`config.mk`:
```
export PLATFORM = sky130hd
export DESIGN_NAME = uet_top
export DESIGN_NICKNAME = d
export VERILOG_FILES = /design/src/core/uet_pkg.sv /design/src/core/uet_txfifo.sv /design/src/core/uet_top.sv
export SDC_FILE = /design/constraint.sdc
export NUM_CORES = 1
export LEC_CHECK = 0
export CAP_MARGIN = 20
export CORE_MARGIN = 4
export CORE_UTILIZATION = 40
export CTS_CLUSTER_SIZE = 8
export DETAILED_ROUTE_END_ITERATION = 10
export DONT_BUFFER_PORTS = 1
export PLACE_DENSITY_LB_ADDON = 0.12
export RECOVER_POWER = 50
export SYNTH_ARGS = -nofsm -noshare
export SYNTH_HDL_FRONTEND = slang
export SYNTH_SLANG_ARGS = --single-unit
```
`constraint.sdc`:
```
create_clock -name pclk -period 3.36 [get_ports pclk]
set_input_delay 0.84 -clock pclk [delete_from_list [all_inputs] [get_ports pclk]]
set_output_delay 0.84 -clock pclk [all_outputs]
set_load 0.03 [all_outputs]
```
`src/core/uet_pkg.sv`:
```
// constants and types shared by the serial transmit port
package uet_pkg;
	// apb byte offsets
	localparam logic [7:0] OFS_MODE = 8'h00;
	localparam logic [7:0] OFS_STAT = 8'h04;
	localparam logic [7:0] OFS_TXW = 8'h08;
	localparam logic [7:0] OFS_BRG = 8'h0c;
	// mode_control_register fields
	localparam int MB_EN = 15;
	localparam int MB_ALT = 10;
	localparam int MB_FMT = 1;
	localparam int MB_STOP = 0;
	// status_control_register fields
	localparam int SB_TXISEL = 15;
	localparam int SB_BRK = 11;
	localparam int SB_TXEN = 10;
	localparam int SB_TXBF = 9;
	localparam int SB_SHIFTER_EMPTY_FLAG = 8;
	localparam int SB_RXISEL = 6;
	localparam int SB_ADDRESS_DETECT_ENABLE = 5;
	localparam int SB_RECEIVER_IDLE_FLAG = 4;
	// frame formats
	typedef enum logic [1:0] {
		UET_F8N = 2'h0,
		UET_F8E = 2'h1,
		UET_F8O = 2'h2,
		UET_F9N = 2'h3
	} uet_fmt_t;
	// sizes
	localparam int DATA_W = 9;
	localparam int DEPTH = 4;
	localparam int FRAME_W = 13;
	// reset values
	localparam logic [1:0] RST_FMT = 2'h0;
	localparam logic RST_STOP = 1'b0;
	localparam logic [15:0] RST_BRG = 16'h0000;
	// shift counts: start, 8 data, 1 stop, plus one settle step
	localparam logic [3:0] NB_BASE = 4'hb;
	// pin slots in the pin vectors
	localparam logic [3:0] PIN_TX = 4'h1;
	localparam logic [3:0] PIN_RX = 4'h2;
	localparam logic [3:0] PIN_ATX = 4'h4;
	localparam logic [3:0] PIN_ARX = 4'h8;
endpackage

```
`src/core/uet_txfifo.sv`:
```
// four-entry nine-bit transmit fifo
`timescale 1ns/1ps
`default_nettype none
module uet_txfifo (
	// clock and reset
	input wire logic pclk,
	input wire logic presetn,
	// control
	input wire logic flush,
	input wire logic push,
	input wire logic [8:0] push_data,
	input wire logic pop,
	// status
	output logic [8:0] head,
	output logic full,
	output logic empty,
	output logic [2:0] count
);
	typedef struct packed {
		logic [3:0][8:0] mem;
		logic [1:0] wp;
		logic [1:0] rp;
		logic [2:0] cnt;
	} uet_fifo_t;
	uet_fifo_t q, d;

	// status from pointers and count
	assign full = (q.cnt == 3'(uet_pkg::DEPTH));
	assign empty = (q.cnt == 3'h0);
	assign count = q.cnt;
	assign head = q.mem[q.rp];

	// next state; a push into a full fifo is dropped untouched
	always_comb begin
		d = q;
		if (flush) begin
			d.wp = 2'h0;
			d.rp = 2'h0;
			d.cnt = 3'h0;
		end else begin
			if (push && !full) begin
				d.mem[q.wp] = push_data;
				d.wp = q.wp + 2'h1;
			end
			if (pop && !empty) begin
				d.rp = q.rp + 2'h1;
			end
			d.cnt = q.cnt + 3'(push && !full) - 3'(pop && !empty);
		end
	end

	// state register
	always_ff @(posedge pclk or negedge presetn) begin
		if (!presetn) begin
			q <= '0;
		end else begin
			q <= d;
		end
	end
endmodule // uet_txfifo
`default_nettype wire

```
`src/core/uet_top.sv`:
```
// serial port enable, frame format and transmit path with apb registers
// Functional notes
// - enabled: out pin drives, in pin input
// - idle serial line stays high
// - reset disables; pins become port pins
// - disable empties buffers, resets baud counter
// - disable clears flags, sets idle flags
// - disable keeps selects, mode, divisor
// - disable aborts; re-enable keeps configuration
// - alternate select swaps to alternate pins
// - format field picks four frame formats
// - stop select: one or two stops
// - reset format eight bits, none, one
// - free shifter loads at once, ticks next
// - data queued before transmit enable starts immediately
// - four-deep buffer with full flag
// - write to full buffer is dropped
// - any reset empties transmit fifo
// - irq edge per transfer or emptied
// - break request forces line low
// - break causes no transmit irq
//
// The APB interface to the registers and the register offsets were decided locally.
`timescale 1ns/1ps
`default_nettype none
module uet_top (
	// clock and reset
	input wire logic pclk,
	input wire logic presetn,
	// apb slave
	input wire logic psel,
	input wire logic penable,
	input wire logic pwrite,
	input wire logic [7:0] paddr,
	input wire logic [31:0] pwdata,
	output logic [31:0] prdata,
	output logic pready,
	output logic pslverr,
	// port latch and direction, order alt_rx alt_tx rx tx
	input wire logic [3:0] port_lat,
	input wire logic [3:0] port_oe,
	// pad drive, same order
	output logic [3:0] pin_o,
	output logic [3:0] pin_oe,
	// transmit interrupt edge
	output logic transmit_irq_flag
);
	typedef struct packed {
		logic en;
		logic alternate_pin_select;
		logic [1:0] fmt;
		logic stop_count_select;
		logic txisel;
		logic brk;
		logic txen;
		logic address_detect_enable;
		logic [1:0] rxisel;
		logic [15:0] brg;
		logic [15:0] bcnt;
		logic fresh;
		logic [12:0] sh;
		logic [3:0] cnt;
		logic line;
		logic irq;
		logic [31:0] rdata;
	} uet_st_t;
	uet_st_t q, d;

	logic wr;
	logic rd_setup;
	logic tick;
	logic load;
	logic push;
	logic flush;
	logic f_full;
	logic f_empty;
	logic [2:0] f_count;
	logic [8:0] f_head;
	logic [12:0] frame;
	logic [3:0] nbits;
	logic tx_line;
	logic [3:0] own;
	logic [3:0] txsel;
	logic shifter_empty_flag;

	// apb strobes; every access completes in its first access cycle
	assign wr = psel && penable && pwrite;
	assign rd_setup = psel && !penable && !pwrite;
	assign pready = 1'b1;
	assign pslverr = 1'b0;
	assign prdata = q.rdata;
	assign shifter_empty_flag = (q.cnt == 4'h0);
	assign push = wr && (paddr == uet_pkg::OFS_TXW) && q.en;
	assign flush = !d.en;

	// transmit buffer
	// four by nine
	uet_txfifo u_fifo (
		.pclk(pclk),
		.presetn(presetn),
		.flush(flush),
		.push(push),
		.push_data(pwdata[8:0]),
		.pop(load),
		.head(f_head),
		.full(f_full),
		.empty(f_empty),
		.count(f_count)
	);

	// baud tick; a fresh start ticks at once, otherwise a tick comes when the counter reaches brg
	// fresh start ticks
	assign tick = q.en && q.txen && (q.fresh || (q.bcnt == q.brg));
	// shifter takes a word whenever it is free, the transmitter is on and no break is set
	// immediate load
	assign load = q.en && q.txen && !q.brk && shifter_empty_flag && !f_empty;

	// frame image, shifted out lsb first, padded with ones
	// format choice
	always_comb begin
		case (uet_pkg::uet_fmt_t'(q.fmt))
			uet_pkg::UET_F8N: begin
				frame = {4'hf, f_head[7:0], 1'b0};
				nbits = uet_pkg::NB_BASE;
			end
			uet_pkg::UET_F8E: begin
				frame = {3'h7, ^f_head[7:0], f_head[7:0], 1'b0};
				nbits = uet_pkg::NB_BASE + 4'h1;
			end
			uet_pkg::UET_F8O: begin
				frame = {3'h7, ~^f_head[7:0], f_head[7:0], 1'b0};
				nbits = uet_pkg::NB_BASE + 4'h1;
			end
			default: begin
				frame = {3'h7, f_head, 1'b0};
				nbits = uet_pkg::NB_BASE + 4'h1;
			end
		endcase
	end

	// next state
	always_comb begin
		d = q;
		d.irq = 1'b0;
		// register writes
		if (wr) begin
			case (paddr)
				uet_pkg::OFS_MODE: begin
					d.en = pwdata[uet_pkg::MB_EN];
					d.alternate_pin_select = pwdata[uet_pkg::MB_ALT];
					d.fmt = pwdata[uet_pkg::MB_FMT +: 2];
					d.stop_count_select = pwdata[uet_pkg::MB_STOP];
				end
				uet_pkg::OFS_STAT: begin
					d.txisel = pwdata[uet_pkg::SB_TXISEL];
					d.brk = pwdata[uet_pkg::SB_BRK];
					d.txen = pwdata[uet_pkg::SB_TXEN] && q.en;
					d.rxisel = pwdata[uet_pkg::SB_RXISEL +: 2];
					d.address_detect_enable = pwdata[uet_pkg::SB_ADDRESS_DETECT_ENABLE];
				end
				uet_pkg::OFS_BRG: begin
					d.brg = pwdata[15:0];
				end
				default: begin
				end
			endcase
		end
		// read data captured in the setup cycle
		if (rd_setup) begin
			case (paddr)
				uet_pkg::OFS_MODE: begin
					d.rdata = '0;
					d.rdata[uet_pkg::MB_EN] = q.en;
					d.rdata[uet_pkg::MB_ALT] = q.alternate_pin_select;
					d.rdata[uet_pkg::MB_FMT +: 2] = q.fmt;
					d.rdata[uet_pkg::MB_STOP] = q.stop_count_select;
				end
				uet_pkg::OFS_STAT: begin
					d.rdata = '0;
					d.rdata[uet_pkg::SB_TXISEL] = q.txisel;
					d.rdata[uet_pkg::SB_BRK] = q.brk;
					d.rdata[uet_pkg::SB_TXEN] = q.txen;
					d.rdata[uet_pkg::SB_TXBF] = f_full;
					d.rdata[uet_pkg::SB_SHIFTER_EMPTY_FLAG] = shifter_empty_flag;
					d.rdata[uet_pkg::SB_RXISEL +: 2] = q.rxisel;
					d.rdata[uet_pkg::SB_ADDRESS_DETECT_ENABLE] = q.address_detect_enable;
					d.rdata[uet_pkg::SB_RECEIVER_IDLE_FLAG] = 1'b1;
				end
				uet_pkg::OFS_BRG: begin
					d.rdata = {16'h0000, q.brg};
				end
				default: begin
					d.rdata = '0;
				end
			endcase
		end
		// baud counter
		if (tick) begin
			d.bcnt = 16'h0000;
		end else if (q.en && q.txen) begin
			d.bcnt = q.bcnt + 16'h0001;
		end
		// shifting one bit per tick
		if (tick && (q.cnt != 4'h0)) begin
			d.line = q.sh[0];
			d.sh = {1'b1, q.sh[12:1]};
			d.cnt = q.cnt - 4'h1;
			d.fresh = 1'b0;
		end
		if (load) begin
			d.sh = frame;
			d.cnt = nbits + 4'(q.stop_count_select);
			d.irq = !q.txisel || ((f_count == 3'h1) && !push);
		end
		// transmitter off holds the baud clock cleared
		if (!d.txen) begin
			d.bcnt = 16'h0000;
			d.fresh = 1'b1;
		end
		// disable side effects; configuration stays
		// flags on disable
		if (!d.en) begin
			d.txen = 1'b0;
			d.brk = 1'b0;
			d.cnt = 4'h0;
			d.sh = '1;
			d.line = 1'b1;
			d.bcnt = 16'h0000;
			d.fresh = 1'b1;
		end
	end

	// state register
	// reset disables
	always_ff @(posedge pclk or negedge presetn) begin
		if (!presetn) begin
			q <= '0;
			q.fmt <= uet_pkg::RST_FMT;
			q.stop_count_select <= uet_pkg::RST_STOP;
			q.brg <= uet_pkg::RST_BRG;
			q.sh <= '1;
			q.line <= 1'b1;
			q.fresh <= 1'b1;
		end else begin
			q <= d;
		end
	end

	// line level; break wins over everything
	// break low
	assign tx_line = q.brk ? 1'b0 : q.line;
	assign transmit_irq_flag = q.irq;

	// pin ownership
	// alternate pins
	assign txsel = q.alternate_pin_select ? uet_pkg::PIN_ATX : uet_pkg::PIN_TX;
	assign own = q.en ? (q.alternate_pin_select ? (uet_pkg::PIN_ATX | uet_pkg::PIN_ARX)
		: (uet_pkg::PIN_TX | uet_pkg::PIN_RX)) : 4'h0;
	assign pin_oe = (port_oe & ~own) | (txsel & {4{q.en}});
	assign pin_o = (port_lat & ~own) | (txsel & {4{q.en && tx_line}});
endmodule // uet_top
`default_nettype wire

```
After elaboration in Yosys (flattened, before gate mapping):

Index checks and enable logic that the tools add are counted.

* add/sub/neg operators: 7
* magnitude comparators: 3
* equal/unequal tests: 16
* multiplexer cells: 27
* bitwise logic cells: 7
* reductions and logical operators: 39

Operators by type and width (number)
* $mux W16: 3
* $pmux W16 S3: 1
* $bwmux W36: 1
* $mux W35: 1
* $mux W17: 2
* $pmux W10 S3: 1
* $mux W27: 1
* $mux W19: 1
* $bmux W9 S2: 1
* $demux W9 S2: 1
* $logic_and A1 B1 Y1: 18
* $mux W9: 2
* $add A16 B1 Y16 const B: 1
* $eq A16 B16 Y1: 1
* $eq A8 B4 Y1 const B: 2
* $ne A2 B1 Y1 const B: 5
* $reduce_and A2 Y1: 5
* $and A3 B4 Y4: 2
* $and A4 B4 Y4: 2
* $eq A8 B3 Y1 const B: 1
* $logic_not A8 Y1: 1
* $mux W4: 2
* $or A4 B4 Y4: 2
* $reduce_xnor A8 Y1: 1
* other kinds (28): 41

* register bits: 138
* input port bits: 53
* output and inout port bits: 43
* word-level logic and storage cells: 123

Logic depth before layout (Yosys ltp):

* depth after elaboration: 8
* gate-level depth with buffers: 13
* gate-level depth less buffers: 12

Modules after synthesis:

Synthesis repeated with hierarchy kept, for this count alone.

* cell total of the unflattened synthesis: 538
* area, all modules: 6318.6 sq um

Modules (own cells, without submodules)
* uet_top: times used 1, cells an instance 400, area an instance 4186.5 sq um
* uet_txfifo: times used 1, cells an instance 138, area an instance 2132.0 sq um

Worst setup path before layout:

No wires, ideal clock.

* path type: in2reg
* start point: in paddr[1]
* end point: reg u_fifo.q, in the netlist u_fifo.count[1]
* arrival time: 2659 ps
* setup slack: 582 ps
* stages on the path: 7
* buffers on the path: 0
* cell sequence: nor4_4 nand2_1 or4_1 inv_2 ha_1 fa_1 and2_1

RTL lines
* start: declaration: RTL line uet_top.sv:34 `input wire logic [7:0] paddr,`
* end signal: assignment: RTL line uet_txfifo.sv:55 `q <= '0;`
* end signal: assignment: RTL line uet_txfifo.sv:57 `q <= d;`
* end: declaration: RTL line uet_txfifo.sv:25 `uet_fifo_t q, d;`

==> flow_summary.yaml <==
synth:
  synth-edff-count: 0
  synth_seq_area_share: 0.484
  synth_area_sq_um: 6190
  ys_ff_latch: 119
  ys_types: 52
  synth_ff_type: "dfrtp_1"
  synth_warnings: 0
  avgSynthCellArea_sq_um: 11.4
  synthCells: 544
  async_reset_ff_frac: 1.00
detailed_routing:
  wl_per_cell_microns: 18.3
  drc: 0
  drtPass1Iterations: 5
  drtIter0Drc: 217
  vias_per_cell: 5.29
  vias: 3905
  routed_wl_microns: 13500
  ant_nets: 0
clocking:
  path_clk_slew_ns: 0.05
  clock_path_buffers: 2
  cts.htree.levels: 4
  clock_sinks: 119
  clock-root-buffer: "clkbuf_16"
  post_cts_resized: 0
  clock_latency_ns: 0.42
  cts_buffers: 17
  post_cts_buffers: 0
  postCtsHoldBufs: 0
  cts_tree: "done"
layout:
  final_common_cell: "dfrtp_1"
  final_cell_mix: "dfrtp_1 (107), mux2_1 (47), nand2_1 (46)"
  syn_to_final_growth_pct: 10.4
  stdcell_area_sq_um: 6830
  final_layout_size_suffix_gt1_frac: 0.158
  nets: 601
  diodes: 0
worst_setup_path:
  worstReg2RegStart: "q[34]"
  critPathArrivalTime_ns: 3.15
  cp-end-kind: "flip-flop"
  worst_setup_path_start_kind: "primary input"
  r2r_slack_ns: 0.56
  timing_worst_setup_path_type: "in2reg"
  ff2ff_path_depth: 12
  required_ns: 3.65
  r2r-end: "u_fifo.count[2]"
  cp_max_fo: 7
power_and_ir_drop:
  pwr-share-seq: 0.419
  p_comb_frac: 0.022
  peakVddDrop_mv: 0.307
  p_int_mw: 2.75
  p_switching_uw: 697
  p_per_area_nw_per_um2: 505
  p_sw_frac: 0.202
  p_leak_nw: 3.16
  pwr-share-clk: 0.559
placement:
  placed_cell_area_sq_um: 6220
  routabilityCongestion: 0.800
  dp_hpwl_microns: 9500
  pre_cts_ws_ns: 0.369
  portBuffers: 0
floorplan:
  ios: 96
  core_area_sq_um: 15200
  start_util: 0.407
  die_w_microns: 132
  rows: 45
  die_h_microns: 132
  die_area_sq_um: 17500
timing:
  max_freq_ghz: 0.350
  rsz0062_at_grt: "false"
  finalWorstSetupSlack_ns: 0.507
  holdWs_ns: 0.127
  slew-limit-headroom: 0.428
  clock_skew_ns: 0.0114
  maxSlewViolCount: 0
  setup_viol: 0
  worst_slew_pin_slew_ns: 0.856
  fin_crit_ns: 2.85
  finalHoldViolations: 0
  fin_setup_tns_ns: 0
  fin_crit_sh: 0.849
grt:
  grt_pass1_vias: 3932
  antenna_found_initial: 0
  grt_max_degree: 120
  overflow: 0
  grt_pass1_wl_microns: 22100
  grtUsageTotal: 0.162
hold_path:
  hp-class: "in2async"
flow_run:
  drv_cap: 0
outcome:
  status: "finished, final reports clean"
==> final cells by class <==
type | count | area, sq um
Clock buffer | 24 | 482
Fill cell | 1408 | 8370
Inverter | 14 | 52.6
Sequential cell | 119 | 2990
Timing Repair Buffer | 10 | 75.1
Clock inverter | 8 | 144
Multi-Input combinational cell | 375 | 2850
Tap cell | 188 | 235
==> stage by stage <==
step,std cells,power (mW),utilization
detailed placement,706,1.55,0.409
floorplan,560,1.55,-
CTS,738,3.48,0.450
finish,738,3.45,0.449
global placement,706,1.54,0.409
global route,738,3.57,0.449
==> cells by family (layout without fill, tap and decap cells) <==
family	Yosys count	in the layout	share of synthesized area
compound gates	70	70	0.0750
xor+xnor	39	39	0.0552
fa+ha+maj	11	11	0.0234
buf+inv	66	56	0.0639
flops	119	119	0.484
mux	89	89	0.176
other cells	2	18	0.00121
simple gates	148	148	0.121
==> worst max-delay path by stage <==
stage	from	endpoint	slack, ns	cells after the start
after floorplan	paddr[1]	u_fifo.count[1]	0.58	7
after global placement	paddr[1]	u_fifo.count[1]	0.39	7
after detailed placement	paddr[1]	u_fifo.count[1]	0.37	7
after CTS	q[34]	u_fifo.count[2]	0.55	12
after global routing	paddr[1]	u_fifo.q[8]	0.28	6
final	paddr[1]	u_fifo.count[2]	0.51	9
==> critical path: stages <==
cell and delay (ns):
nor4_1 0.53, nand2_1 0.32, or4_1 0.64, inv_2 0.12, ha_1 0.17, fa_1 0.19
xnor2_1 0.13, xnor2_1 0.14, nor2_1 0.06
==> routing by layer <==
layer	part of all wire	track usage	wire length [microns]
met1	0.47	0.217	6330
met5	0	0	0
met2	0.48	0.257	6480
met3	0.041	0.0458	551
met4	0.011	0.0520	151
==> cell usage after synthesis, types with 9 or more instances <==
| library cell | instances | area share |
|---|---|---|
| and2_1 | 13 | 0.013 |
| nor3_1 | 11 | 0.0089 |
| dfstp_2 | 12 | 0.051 |
| nor2_1 | 26 | 0.016 |
| o31ai_1 | 13 | 0.016 |
| dfrtp_1 | 107 | 0.43 |
| xnor2_1 | 22 | 0.031 |
| nand2_1 | 46 | 0.028 |
| clkbuf_1 | 9 | 0.0055 |
| inv_1 | 11 | 0.0067 |
| xor2_1 | 17 | 0.024 |
| buf_4 | 38 | 0.046 |
| mux2_1 | 47 | 0.086 |
| nand3_1 | 13 | 0.011 |
| a21oi_1 | 23 | 0.019 |
| mux2_2 | 14 | 0.025 |
| mux2i_1 | 18 | 0.029 |
| ha_1 | 10 | 0.020 |
| mux4_2 | 9 | 0.033 |
==> power groups by stage <==
stage	Sequential [mW]	Combinational, mW	Clock, mW
floorplan	1.47	0.0866	0
global placement	1.47	0.0747	0
detailed placement	1.47	0.0749	0
CTS	1.45	0.0750	1.96
global route	1.45	0.0800	2.04
finish	1.45	0.0747	1.93
==> registers in the layout, summed over array words and instances (netlist names) <==
register           flops
q                     59
u_fifo.q              40
prdata                16
u_fifo.count           3
transmit_irq_flag      1
No activity file was read; power rests on OpenSTA's default activity.
